[config.mk]
export PLATFORM = sky130hd
export DESIGN_NAME = sic_interlock
export DESIGN_NICKNAME = d
export VERILOG_FILES = /design/src/rtl/sic_pkg.sv /design/src/rtl/sic_interlock.sv
export VERILOG_INCLUDE_DIRS = /design/src /design/src/rtl
export SDC_FILE = /design/constraint.sdc
export NUM_CORES = 1
export LEC_CHECK = 0
export ABC_CLOCK_PERIOD_IN_PS = 3430
export BUFFER_PORTS_ARGS = -buffer_cell sky130_fd_sc_hd__buf_2
export CAP_MARGIN = 10
export CORE_ASPECT_RATIO = 1.4
export CORE_UTILIZATION = 55
export CTS_BUF_LIST = sky130_fd_sc_hd__clkbuf_16
export DETAILED_ROUTE_END_ITERATION = 6
export PLACE_DENSITY_LB_ADDON = 0.2
export SETUP_SLACK_MARGIN = 0.05
export SYNTH_ARGS = -nofsm -noshare
export SYNTH_HDL_FRONTEND = slang
export SYNTH_SLANG_ARGS = --single-unit
[constraint.sdc]
create_clock -name MCLK_I -period 3.43 [get_ports MCLK_I]
set_clock_uncertainty 0.1 [all_clocks]
set_input_delay 0.5145 -clock MCLK_I [delete_from_list [all_inputs] [get_ports MCLK_I]]
set_output_delay 0.5145 -clock MCLK_I [all_outputs]
set_load 0.01 [all_outputs]
[src/rtl/sic_params.svh]
`ifndef SIC_PARAMS_SVH
`define SIC_PARAMS_SVH
// ----------------------------------------
// timing
// ----------------------------------------
`define SIC_CLK_HZ          250000000
`define SIC_ESC_MIN         30
`define SIC_INHIBIT_MIN     10
`define SIC_TEACH_BLINK_HZ  1
`define SIC_FLASH_PULSE_MS  200
`define SIC_FLASH_PAUSE_MS  1200
`define SIC_MIN_CYC(m)      (64'd60 * (m) * `SIC_CLK_HZ)
`define SIC_MS_CYC(ms)      (64'd1 * (ms) * (`SIC_CLK_HZ / 1000))
// ----------------------------------------
// reset values
// ----------------------------------------
`define SIC_RST_CODE        3'h0
`endif

[src/rtl/sic_pkg.sv]
package sic_pkg;
  // fault inputs reported by the diagnostics front end
  typedef struct packed {
    logic chan_a_warn;
    logic chan_b_warn;
    logic cross_short;
    logic over_temp;
    logic bad_actuator;
    logic bad_combo;
    logic internal_err;
    logic supply_err;
  } sic_faults_type;

  typedef struct packed {
    logic green;
    logic yellow;
    logic red;
  } sic_leds_type;

  typedef enum logic [1:0] {
    SIC_ST_RUN     = 2'b00,
    SIC_ST_ERROR   = 2'b01,
    SIC_ST_LOCKOUT = 2'b10,
    SIC_ST_TEACH   = 2'b11
  } sic_state_type;
endpackage : sic_pkg

[src/rtl/sic_interlock.sv]
// Behaviour
// RULE1: power-to-unlock: command high releases lock, low keeps locked.
// RULE2: power-to-lock: command high engages lock, low releases.
// RULE3: standard variant: channels off as soon as lock released.
// RULE4: actuator still inserted: relock re-enables channels without opening guard.
// RULE5: door-open variant: channels off only when guard opens.
// RULE6: green shows supply, yellow operating condition, red error flash codes.
// RULE7: internal error kills channels; cleared by guard open then close.
// RULE8: multiple channel faults or cross-short: lockout cleared only by reset; code locks out only once escalation period has passed.
// RULE9: warning drives diagnostic low, channels stay on; clears by itself.
// RULE10: warning lasting escalation period also switches channels off.
// RULE11: diagnostic high only guard closed, actuator in, no block, warning, error.
// RULE12: closed, inserted, locked: channels on, yellow steady, red off.
// RULE13: locking blocked: yellow flashes, standard off, door-open on, diagnostic low.
// RULE14: channel a or b warning: one or two red pulses, escalates.
// RULE15: cross-short or both channels: three pulses; over-temperature: four pulses.
// RULE16: bad actuator five pulses, bad combination six, channels off immediately.
// RULE17: internal defect or supply fault: red steady, channels off at once.
// RULE18: teach-in: green off, red on, yellow flashes 1 Hz, outputs low.
// RULE19: repeat-teach variant: enabling inhibited ten minutes, green flashing meanwhile.
// RULE20: red codes are pulse bursts plus longer pause, repeating, prescaled.
// RULE21: escalation counter restarts when no warning, requests shutdown at terminal.
`timescale 1ns/1ps
`include "sic_params.svh"
module sic_interlock
  import sic_pkg::*;
#(
  parameter longint ESC_CYC     = `SIC_MIN_CYC(`SIC_ESC_MIN),
  parameter longint INHIBIT_CYC = `SIC_MIN_CYC(`SIC_INHIBIT_MIN),
  parameter longint BLINK_CYC   = `SIC_CLK_HZ / (2 * `SIC_TEACH_BLINK_HZ),
  parameter longint PULSE_CYC   = `SIC_MS_CYC(`SIC_FLASH_PULSE_MS),
  parameter longint PAUSE_CYC   = `SIC_MS_CYC(`SIC_FLASH_PAUSE_MS)
) (
  input  wire logic           MCLK_I,          // system clock
  input  wire logic           RSTN_I,          // power-on reset, active low
  input  wire logic           MAGNET_CMD_I,    // solenoid command from controller
  input  wire logic           POWER_TO_LOCK_I, // 1: power-to-lock variant
  input  wire logic           DOOR_OPEN_VAR_I, // 1: door-open channel variant
  input  wire logic           REPEAT_TEACH_I,  // repeat_teach_variant
  input  wire logic           GUARD_CLOSED_I,  // guard closed sensor
  input  wire logic           ACT_INSERTED_I,  // actuator in detection range
  input  wire logic           BOLT_LOCKED_I,   // bolt reached locked position
  input  wire logic           TEACH_ACTIVE_I,  // teach-in in progress
  input  wire logic           TEACH_DONE_I,    // pulse: new actuator learned
  input  wire sic_faults_type FAULTS_I,        // fault conditions
  output logic                LOCK_DRIVE_O,    // solenoid drive, 1 = lock
  output logic                SAFETY_CHANNEL_A_O, // safety_channel_a
  output logic                SAFETY_CHANNEL_B_O, // safety_channel_b
  output logic                DIAG_O,          // conventional diagnostic output
  output sic_leds_type        LEDS_O,          // green, yellow, red
  output logic [2:0]          FLASH_CODE_O,    // active red code, 7 = steady
  output logic                LOCKOUT_O        // latched lockout
);

  // ----------------------------------------
  // state
  // ----------------------------------------
  sic_state_type st_reg, st_next;
  logic [63:0]   esc_cnt_reg, esc_cnt_next;
  logic          esc_trip_reg, esc_trip_next;
  logic [63:0]   inh_cnt_reg, inh_cnt_next;
  logic          inh_reg, inh_next;
  logic          seen_open_reg, seen_open_next;
  logic [63:0]   blink_cnt_reg, blink_cnt_next;
  logic          blink_reg, blink_next;
  logic [63:0]   fl_cnt_reg, fl_cnt_next;
  logic [3:0]    fl_step_reg, fl_step_next;
  logic          fl_pause_reg, fl_pause_next;
  logic          lock_o_reg, ch_o_reg, diag_o_reg, lockout_o_reg;
  sic_leds_type  leds_o_reg;
  logic [2:0]    code_o_reg;
  logic          lock_next, ch_next, diag_next, lockout_next;
  sic_leds_type  leds_next;
  logic [2:0]    code_next;

  logic warn, immediate, locked, blocked;
  logic [3:0] fl_last;
  logic [2:0] code;

  // ----------------------------------------
  // fault classification
  // ----------------------------------------
  always_comb begin
    warn      = FAULTS_I.chan_a_warn | FAULTS_I.chan_b_warn
              | FAULTS_I.cross_short | FAULTS_I.over_temp;       // [RULE9]
    immediate = FAULTS_I.bad_actuator | FAULTS_I.bad_combo
              | FAULTS_I.internal_err | FAULTS_I.supply_err;     // [RULE16] [RULE17]
    code      = 3'h0;
    if (FAULTS_I.internal_err | FAULTS_I.supply_err) begin
      code = 3'h7;                                              // [RULE17]
    end else if (FAULTS_I.bad_combo) begin
      code = 3'h6;                                              // [RULE16]
    end else if (FAULTS_I.bad_actuator) begin
      code = 3'h5;                                              // [RULE16]
    end else if (FAULTS_I.cross_short | (FAULTS_I.chan_a_warn & FAULTS_I.chan_b_warn)) begin
      code = 3'h3;                                              // [RULE15]
    end else if (FAULTS_I.over_temp) begin
      code = 3'h4;                                              // [RULE15]
    end else if (FAULTS_I.chan_b_warn) begin
      code = 3'h2;                                              // [RULE14]
    end else if (FAULTS_I.chan_a_warn) begin
      code = 3'h1;                                              // [RULE14]
    end
  end

  // ----------------------------------------
  // control state and timers
  // ----------------------------------------
  always_comb begin
    st_next        = st_reg;
    seen_open_next = seen_open_reg;
    // escalation timer
    esc_cnt_next  = esc_cnt_reg;
    esc_trip_next = esc_trip_reg;
    if (!warn) begin
      esc_cnt_next  = 64'h0000_0000_0000_0000;                  // [RULE21]
      esc_trip_next = 1'b0;
    end else if (esc_cnt_reg >= 64'(ESC_CYC - 1)) begin
      esc_trip_next = 1'b1;                                     // [RULE10] [RULE21]
    end else begin
      esc_cnt_next = esc_cnt_reg + 64'h0000_0000_0000_0001;
    end
    // enabling inhibit after new actuator
    inh_cnt_next = inh_cnt_reg;
    inh_next     = inh_reg;
    if (TEACH_DONE_I && REPEAT_TEACH_I) begin
      inh_next     = 1'b1;                                      // [RULE19]
      inh_cnt_next = 64'h0000_0000_0000_0000;
    end else if (inh_reg) begin
      if (inh_cnt_reg >= 64'(INHIBIT_CYC - 1)) begin
        if (ACT_INSERTED_I) begin
          inh_next = 1'b0;                                      // [RULE19]
        end
      end else begin
        inh_cnt_next = inh_cnt_reg + 64'h0000_0000_0000_0001;
      end
    end
    // state transitions: teach-in, error entry and clear, lockout hold
    case (st_reg)
      SIC_ST_RUN: begin
        if (TEACH_ACTIVE_I) begin
          st_next = SIC_ST_TEACH;
        end else if (immediate) begin
          st_next        = SIC_ST_ERROR;                        // [RULE7]
          seen_open_next = 1'b0;
        end
      end
      SIC_ST_ERROR: begin
        if (!GUARD_CLOSED_I) begin
          seen_open_next = 1'b1;
        end else if (seen_open_reg && !immediate) begin
          st_next = SIC_ST_RUN;                                 // [RULE7]
        end
      end
      SIC_ST_TEACH: begin
        if (!TEACH_ACTIVE_I) begin
          st_next = SIC_ST_RUN;
        end
      end
      SIC_ST_LOCKOUT: st_next = SIC_ST_LOCKOUT;                 // [RULE8]
      default: st_next = SIC_ST_RUN;
    endcase
    // escalated cross-short forces lockout from any state
    if ((FAULTS_I.cross_short | (FAULTS_I.chan_a_warn & FAULTS_I.chan_b_warn)) && esc_trip_reg) begin
      st_next = SIC_ST_LOCKOUT;                                 // [RULE8]
    end
  end

  // ----------------------------------------
  // blink and flash code sequencer
  // ----------------------------------------
  always_comb begin
    blink_cnt_next = blink_cnt_reg + 64'h0000_0000_0000_0001;
    blink_next     = blink_reg;
    if (blink_cnt_reg >= 64'(BLINK_CYC - 1)) begin
      blink_cnt_next = 64'h0000_0000_0000_0000;
      blink_next     = ~blink_reg;                              // [RULE18]
    end
    // steps: even = pulse on, odd = gap; after 2*code steps a long pause
    // burst of n pulses ends on gap step 2n-1
    fl_last       = {code, 1'b0} - 4'h1;
    fl_cnt_next   = fl_cnt_reg + 64'h0000_0000_0000_0001;
    fl_step_next  = fl_step_reg;
    fl_pause_next = fl_pause_reg;
    if (code == 3'h0 || code == 3'h7) begin
      fl_cnt_next   = 64'h0000_0000_0000_0000;
      fl_step_next  = 4'h0;
      fl_pause_next = 1'b0;
    end else if (fl_pause_reg) begin
      if (fl_cnt_reg >= 64'(PAUSE_CYC - 1)) begin
        fl_cnt_next   = 64'h0000_0000_0000_0000;
        fl_pause_next = 1'b0;                                   // [RULE20]
      end
    end else if (fl_cnt_reg >= 64'(PULSE_CYC - 1)) begin
      fl_cnt_next = 64'h0000_0000_0000_0000;
      if (fl_step_reg == fl_last) begin
        fl_step_next  = 4'h0;
        fl_pause_next = 1'b1;                                   // [RULE20]
      end else begin
        fl_step_next = fl_step_reg + 4'h1;
      end
    end
  end

  // ----------------------------------------
  // outputs
  // ----------------------------------------
  always_comb begin
    lock_next    = POWER_TO_LOCK_I ? MAGNET_CMD_I : ~MAGNET_CMD_I;  // [RULE1] [RULE2]
    locked       = lock_next & BOLT_LOCKED_I;
    blocked      = lock_next & ~BOLT_LOCKED_I;
    ch_next      = 1'b0;
    diag_next    = 1'b0;
    leds_next    = '{green: 1'b1, yellow: 1'b0, red: 1'b0};     // [RULE6]
    code_next    = code;
    lockout_next = (st_reg == SIC_ST_LOCKOUT);
    case (st_reg)
      SIC_ST_RUN: begin
        if (GUARD_CLOSED_I && ACT_INSERTED_I && !inh_reg) begin
          if (locked) begin
            ch_next          = 1'b1;                            // [RULE12] [RULE4]
            leds_next.yellow = 1'b1;
          end else begin
            ch_next          = DOOR_OPEN_VAR_I;                 // [RULE3] [RULE5] [RULE13]
            leds_next.yellow = blink_reg;
          end
          // fresh hard fault or teach-in must not leave diagnostic high
          diag_next = ~blocked & ~warn & ~immediate & ~TEACH_ACTIVE_I;  // [RULE11] [RULE13] [RULE9] [RULE18]
        end
        if (esc_trip_reg | immediate) begin
          ch_next = 1'b0;                                       // [RULE10] [RULE16]
        end
        if (inh_reg) begin
          leds_next.green = blink_reg;                          // [RULE19]
        end
        if (warn) begin
          leds_next.red = ~fl_pause_reg & ~fl_step_reg[0];      // [RULE14] [RULE15]
        end
      end
      SIC_ST_TEACH: begin
        leds_next = '{green: 1'b0, yellow: blink_reg, red: 1'b1};  // [RULE18]
      end
      default: begin
        // error or lockout: channels off, red code or steady
        leds_next.red = (code == 3'h7) | (code != 3'h0 && !fl_pause_reg && !fl_step_reg[0]);  // [RULE17] [RULE20]
        // lockout shows cross-short code unless a fault has its own
        if (st_reg == SIC_ST_LOCKOUT && code == 3'h0) begin
          code_next = 3'h3;                                     // [RULE8]
        end
      end
    endcase
  end

  always_ff @(posedge MCLK_I or negedge RSTN_I) begin
    if (!RSTN_I) begin
      st_reg        <= SIC_ST_RUN;
      esc_cnt_reg   <= 64'h0000_0000_0000_0000;
      esc_trip_reg  <= 1'b0;
      inh_cnt_reg   <= 64'h0000_0000_0000_0000;
      inh_reg       <= 1'b0;
      seen_open_reg <= 1'b0;
      blink_cnt_reg <= 64'h0000_0000_0000_0000;
      blink_reg     <= 1'b0;
      fl_cnt_reg    <= 64'h0000_0000_0000_0000;
      fl_step_reg   <= 4'h0;
      fl_pause_reg  <= 1'b0;
      lock_o_reg    <= 1'b0;
      ch_o_reg      <= 1'b0;
      diag_o_reg    <= 1'b0;
      lockout_o_reg <= 1'b0;
      leds_o_reg    <= '{green: 1'b0, yellow: 1'b0, red: 1'b0};
      code_o_reg    <= `SIC_RST_CODE;
    end else begin
      st_reg        <= st_next;
      esc_cnt_reg   <= esc_cnt_next;
      esc_trip_reg  <= esc_trip_next;
      inh_cnt_reg   <= inh_cnt_next;
      inh_reg       <= inh_next;
      seen_open_reg <= seen_open_next;
      blink_cnt_reg <= blink_cnt_next;
      blink_reg     <= blink_next;
      fl_cnt_reg    <= fl_cnt_next;
      fl_step_reg   <= fl_step_next;
      fl_pause_reg  <= fl_pause_next;
      lock_o_reg    <= lock_next;
      ch_o_reg      <= ch_next;
      diag_o_reg    <= diag_next;
      lockout_o_reg <= lockout_next;
      leds_o_reg    <= leds_next;
      code_o_reg    <= code_next;
    end
  end

  assign LOCK_DRIVE_O       = lock_o_reg;
  assign SAFETY_CHANNEL_A_O = ch_o_reg;
  assign SAFETY_CHANNEL_B_O = ch_o_reg;
  assign DIAG_O             = diag_o_reg;
  assign LEDS_O             = leds_o_reg;
  assign FLASH_CODE_O       = code_o_reg;
  assign LOCKOUT_O          = lockout_o_reg;

endmodule : sic_interlock

# ---- Yosys cells after proc, flatten, opt, wreduce, memory -nomap -nowiden
# Cells that the tools add are included.
dict set report classes {
  n_addsub 6
  n_lt_le_gt_ge 5
  n_eq_ne 16
  n_mux 58
  n_bitwise 26
  n_reduce_logical 24
}
# op n
set ops {}
lappend ops {{$mux W64} 10}
lappend ops {{$add A64 B1 Y64 const B} 4}
lappend ops {{$ge A64 B26 Y1 const B} 1}
lappend ops {{$ge A64 B27 Y1 const B} 1}
lappend ops {{$ge A64 B29 Y1 const B} 1}
lappend ops {{$ge A64 B38 Y1 const B} 1}
lappend ops {{$ge A64 B39 Y1 const B} 1}
lappend ops {{$mux W1} 26}
lappend ops {{$mux W3} 7}
lappend ops {{$mux W4} 4}
lappend ops {{$mux W2} 7}
lappend ops {{$ne A2 B2 Y1 const B} 5}
lappend ops {{$or A1 B1 Y1} 10}
lappend ops {{$ne A3 B3 Y1 const B} 3}
lappend ops {{$not A1 Y1} 9}
lappend ops {{$logic_and A1 B1 Y1} 8}
lappend ops {{$pmux W2 S4} 1}
lappend ops {{$reduce_and A4 Y1} 2}
lappend ops {{$and A1 B1 Y1} 7}
lappend ops {{$reduce_bool A2 Y1} 3}
lappend ops {{$add A4 B1 Y4 const B} 1}
lappend ops {{$eq A2 B2 Y1 const B} 2}
lappend ops {{$eq A4 B4 Y1} 1}
lappend ops {{$logic_not A1 Y1} 4}
lappend ops {{other kinds (13)} 16}
dict set report word_totals {
  reg_bits 277
  inputBits 19
  out_inout_bits 11
  elab_cells 154
}

# ---- Longest topological paths before layout
dict set report logic_depth {
  ltp_word 13
  ltp_mapped 12
  mapped_depth_nobuf 12
}

# ---- Worst setup path after synthesis
# No wires, ideal clock.
dict set report synth_path {
  path_kind {input to register}
  start {in FAULTS_I[0] (netlist name)}
  end {reg fl_pause_reg}
  setup_time_ps 78
  arrival_time_ps 2447
  required_time_ps 3252
  slack_ps 805
  path_stages 9
  path_buffers 0
  path_cell_list {nor4_1 -> o21a_1 -> ha_1 -> xor2_1 -> nand3_1 -> nor2_1 -> mux2i_1 -> or3_1 -> a21oi_1}
}
dict set report synth_between {
  elab_chain_cells 8
  word_cells_on_any_way 11
  classes_between {1 x add/sub; 2 x eq/ne; 5 x mux; 1 x bitwise; 2 x reduce/logical}
}
# item line
set synth_rtl {}
lappend synth_rtl {{start, declared} sic_interlock.sv:45} ;# input wire sic_faults_type FAULTS_I,
lappend synth_rtl {{$or A1 B1 Y1 *} sic_interlock.sv:89} ;# if (FAULTS_I.internal_err | FAULTS_I.supply_err) begin
lappend synth_rtl {{$mux W3 *} sic_interlock.sv:89}
lappend synth_rtl {{$sub A4 B1 Y4} sic_interlock.sv:181} ;# fl_last = {code, 1'b0} - 4'h1;
lappend synth_rtl {{$eq A4 B4 Y1} sic_interlock.sv:196} ;# if (fl_step_reg == fl_last) begin
lappend synth_rtl {{$mux W1} sic_interlock.sv:196}
lappend synth_rtl {{$mux W1} sic_interlock.sv:194} ;# end else if (fl_cnt_reg >= 64'(PULSE_CYC - 1)) begin
lappend synth_rtl {{$mux W1} sic_interlock.sv:189} ;# end else if (fl_pause_reg) begin
lappend synth_rtl {{$mux W1 *} sic_interlock.sv:185} ;# if (code == 3'h0 || code == 3'h7) begin
lappend synth_rtl {{via fl_pause_next} sic_interlock.sv:68} ;# logic fl_pause_reg, fl_pause_next;
lappend synth_rtl {{end signal, assigned} sic_interlock.sv:284} ;# fl_pause_reg <= fl_pause_next;
lappend synth_rtl {{end, declared} sic_interlock.sv:68}
# The timed path passes the listed nets; every way through them passes the cells marked *.
# A chain may end at the register's enable or synchronous reset.

# ---- Final worst setup path
dict set report layout_path {
  start {reg esc_cnt_reg[27]}
  end {reg esc_cnt_reg[26]}
}
dict set report layout_between {
  elab_chain_cells 2
}
# item line
set layout_rtl {}
lappend layout_rtl {{start, declared} sic_interlock.sv:59} ;# logic [63:0] esc_cnt_reg, esc_cnt_next;
lappend layout_rtl {{start signal, assigned} sic_interlock.sv:275} ;# esc_cnt_reg <= esc_cnt_next;
lappend layout_rtl {{$ge A64 B39 Y1} sic_interlock.sv:118} ;# end else if (esc_cnt_reg >= 64'(ESC_CYC - 1)) begin
lappend layout_rtl {{$ne A2 B2 Y1 (no source line)} -}
# No other way between the ends.

==> out/metrics.json <==
{
  "synth-compound-area-share": 0.1106,
  "core_area_sq_um": 21860,
  "final_number_of_hold_violating_endpoints": 0,
  "synth_top_family_by_area": "simple AND/OR/NAND/NOR gates",
  "worstSetupPathType": "flop to flop",
  "power.internal_mw": 5.315,
  "wirelength_met1_mm": 10.35,
  "setup_viol": 0,
  "power_mw": 6.906,
  "clk_pwr_share": 0.419,
  "clkSlewWorstSetupHoldPaths_ps": 60,
  "initialDrtViolationCount": 480,
  "worst_pin_slew_ps": 814.2,
  "fin_nets": 1289,
  "clock.fmax_mhz": 343.2,
  "drt-wirelength-per-cell_um": 15.03,
  "async_reset_ff_frac": 1.000,
  "post-dp-hpwl_mm": 16.06,
  "drt.antenna.violating_nets": 0,
  "maxCapViolations": 0,
  "wirelength_mm": 23.65,
  "netlist-cell-type-count": 75,
  "yosys_warnings": 0,
  "cpMaxStageDelayCell": "sky130_fd_sc_hd__o211ai_1",
  "drt-vias-per-instance": 5.524,
  "timing.final.crit_period_ps": 2914,
  "power.density_nw_per_um2": 495.1,
  "netlist_area_sq_um": 12280,
  "clk_path_buf_depth": 3,
  "final.period_utilization": 0.8496,
  "post_synthesis_adder_cell_area_fraction": 0.01222,
  "most_common_cell_after_layout_fill_and_taps_aside": "sky130_fd_sc_hd__dfrtp_1",
  "seq_power_share": 0.510,
  "post_synth.cell_area_avg_sq_um": 10.68,
  "critPathCaptureType": "flop",
  "antenna_found_initial": 1,
  "max_slew_headroom": 0.4548,
  "worst_ep_arrival_time_ps": 3260,
  "crit_fanout": 11,
  "ys_ff_latch": 277,
  "layout.filler_cells": 1741,
  "fp.dieH_um": 178.8,
  "ctsRootBufferMaster": "sky130_fd_sc_hd__clkbuf_16",
  "mux_share_of_post_synthesis_cell_area": 0.003260,
  "setup_repair_after_global_routing_missed_its_margin": "no",
  "reg2reg_slack_ps": 520,
  "post_synth_inst_count": 1150,
  "port-buffer-count": 29,
  "status": "completed",
  "worst_path_dominant_cell_family": "compound AO/OA/AOI/OAI gates",
  "areaGrowthSynthToFinish_pct": 13.58,
  "finish.cell_count_without_fillers": 1573,
  "combPwrFrac": 0.070,
  "clkSinkCount": 277,
  "gr-total-overflow": 0,
  "synth_simple_gate_area_frac": 0.2322,
  "hold_ws_ps": 124.5,
  "timing.critical_path.required_ps": 3770,
  "place_congestion": 0.8640,
  "drive_above_1_share": 0.09647,
  "synthXorXnorAreaFrac": 0.05196,
  "row_count": 64,
  "starting_utilization_of_the_core_area": 0.5618,
  "wl_met2_mm": 11.84,
  "grt_start_max_net_pins": 81,
  "worst_slack_ps": 515.9,
  "power.switching_fraction": 0.2304,
  "cp_cell_sequence": "or3_1, or4_4, a211o_4, o211ai_1, o21ai_0, a21oi_1",
  "htree_levels": 1,
  "synth_enable_flop_cells": 0,
  "worst_skew_pair.late_latency_ps": 520,
  "cts-buffers-inserted": 27,
  "slew_viol_final": 0,
  "number_of_global_route_vias_before_repair": 8465,
  "synth-main-ff-cell": "sky130_fd_sc_hd__dfrtp_1",
  "critPathBufInv": 0,
  "dr.max_layer_used": "met4",
  "layout.cells.most_common_list": "277 x sky130_fd_sc_hd__dfrtp_1, 112 x sky130_fd_sc_hd__nor2_1, 72 x sky130_fd_sc_hd__conb_1",
  "met3_length_um": 930,
  "peak_per_stage_delay_on_the_critical_path_ps": 670,
  "place_inst": 1525,
  "worst_slack_after_detailed_placement_ps": 414.7,
  "switching_power_summed_over_all_nets_mw": 1.592,
  "drt_drc_violations_left": 0,
  "dr.pass1.iters": 7,
  "floorplan.die_area_sq_um": 22940,
  "leakagePower_nw": 6.008,
  "clock_tree_from_tritoncts": "yes",
  "routed_vias": 8690,
  "grt_first_pass_wirelength_mm": 40.05,
  "ir_drop_mv": 0.3252,
  "synth_seq_area_share": 0.5644,
  "cts_resized": 0,
  "io_pins": 30,
  "total_negative_slack_for_setup_checks_ps": 0,
  "hold_class": "primary input to flop",
  "die_w_um": 128.3,
  "overall_global_routing_usage": 0.2165,
  "startpoint_type": "flop"
}
==> cells by family (layout without fill, tap and decap cells) <==
group | after synthesis | count (layout)
compound gates | 186 | 186
xor+xnor | 72 | 72
fa+ha+maj | 12 | 12
buf+inv | 68 | 122
flops | 277 | 277
mux | 4 | 4
other cells | 1 | 73
simple gates | 530 | 530
==> final timing paths <==
check | startpoint | to | depth (start not counted)
min in group asynchronous | RSTN_I | FLASH_CODE_O[0]$_DFF_PN0_ | 2
worst max register to register | esc_cnt_reg[27]$_DFFE_PN0P_ | esc_cnt_reg[26]$_DFFE_PN0P_ | 6
worst max-delay path | esc_cnt_reg[27]$_DFFE_PN0P_ | esc_cnt_reg[26]$_DFFE_PN0P_ | 6
worst min-delay path | TEACH_ACTIVE_I | DIAG_O$_DFF_PN0_ | 2
max in group asynchronous | RSTN_I | inh_cnt_reg[52]$_DFFE_PN0P_ | 3
worst min register to register | fl_cnt_reg[0]$_DFF_PN0_ | fl_cnt_reg[0]$_DFF_PN0_ | 1
==> per-layer routing <==
layer,global-route usage,up-vias
met4,0.06667,0
li1,-,4291
met5,0,-
met1,0.2755,4229
met3,0.03402,39
met2,0.3784,131
==> timing repair <==
item | 4_1_cts | 5_1_grt
hold buffers | 1 | 0
hold endpoints to repair | 70 | 0
setup buffers | 0 | 0
==> power groups by stage <==
stage	combinational [mW]	clock (mW)	sequential, mW
4_1_cts	0.493	2.96	3.52
3_5_place_dp	0.491	0	3.58
3_3_place_gp	0.477	0	3.58
2_1_floorplan	0.298	0	3.57
5_1_grt	0.557	3.11	3.55
6_report	0.486	2.89	3.53
==> stage by stage <==
step,utilization,area [sq um]
floorplan,-,12550
global placement,0.5982,13080
detailed placement,0.5982,13080
CTS,0.6380,13950
global route,0.6380,13950
finish,0.6381,13950
==> cells in the mapped netlist (all sizes together), types with 12 or more instances <==
cell,instances,share of area
nor4,36,0.018
o211ai,19,0.013
xor2,38,0.028
nor3,31,0.013
or3,31,0.016
nand4,39,0.020
xnor2,34,0.024
dfrtp,277,0.56
nor2,112,0.034
nand3,62,0.025
ha,12,0.012
o21ai,33,0.016
inv,29,0.0089
a21oi,59,0.027
clkbuf,26,0.0079
nand2,67,0.020
or4,29,0.018
and2,63,0.032
and3,22,0.011
buf,13,0.0083
o31ai,16,0.012
==> area by class of cell <==
type                    count  area [sq um]  share of cell area
flip-flops and latches    277          6932              0.4969
multi-input cells         876          5319              0.3813
clock buffers              27         675.6             0.04843
well taps                 297         371.6             0.02664
repair buffers             47         355.3             0.02547
clock inverters            19         185.2             0.01327
inverters                  29         108.9            0.007803
diodes                      1         2.502           0.0001794
Note: power is estimated with default switching activity, not from simulation.
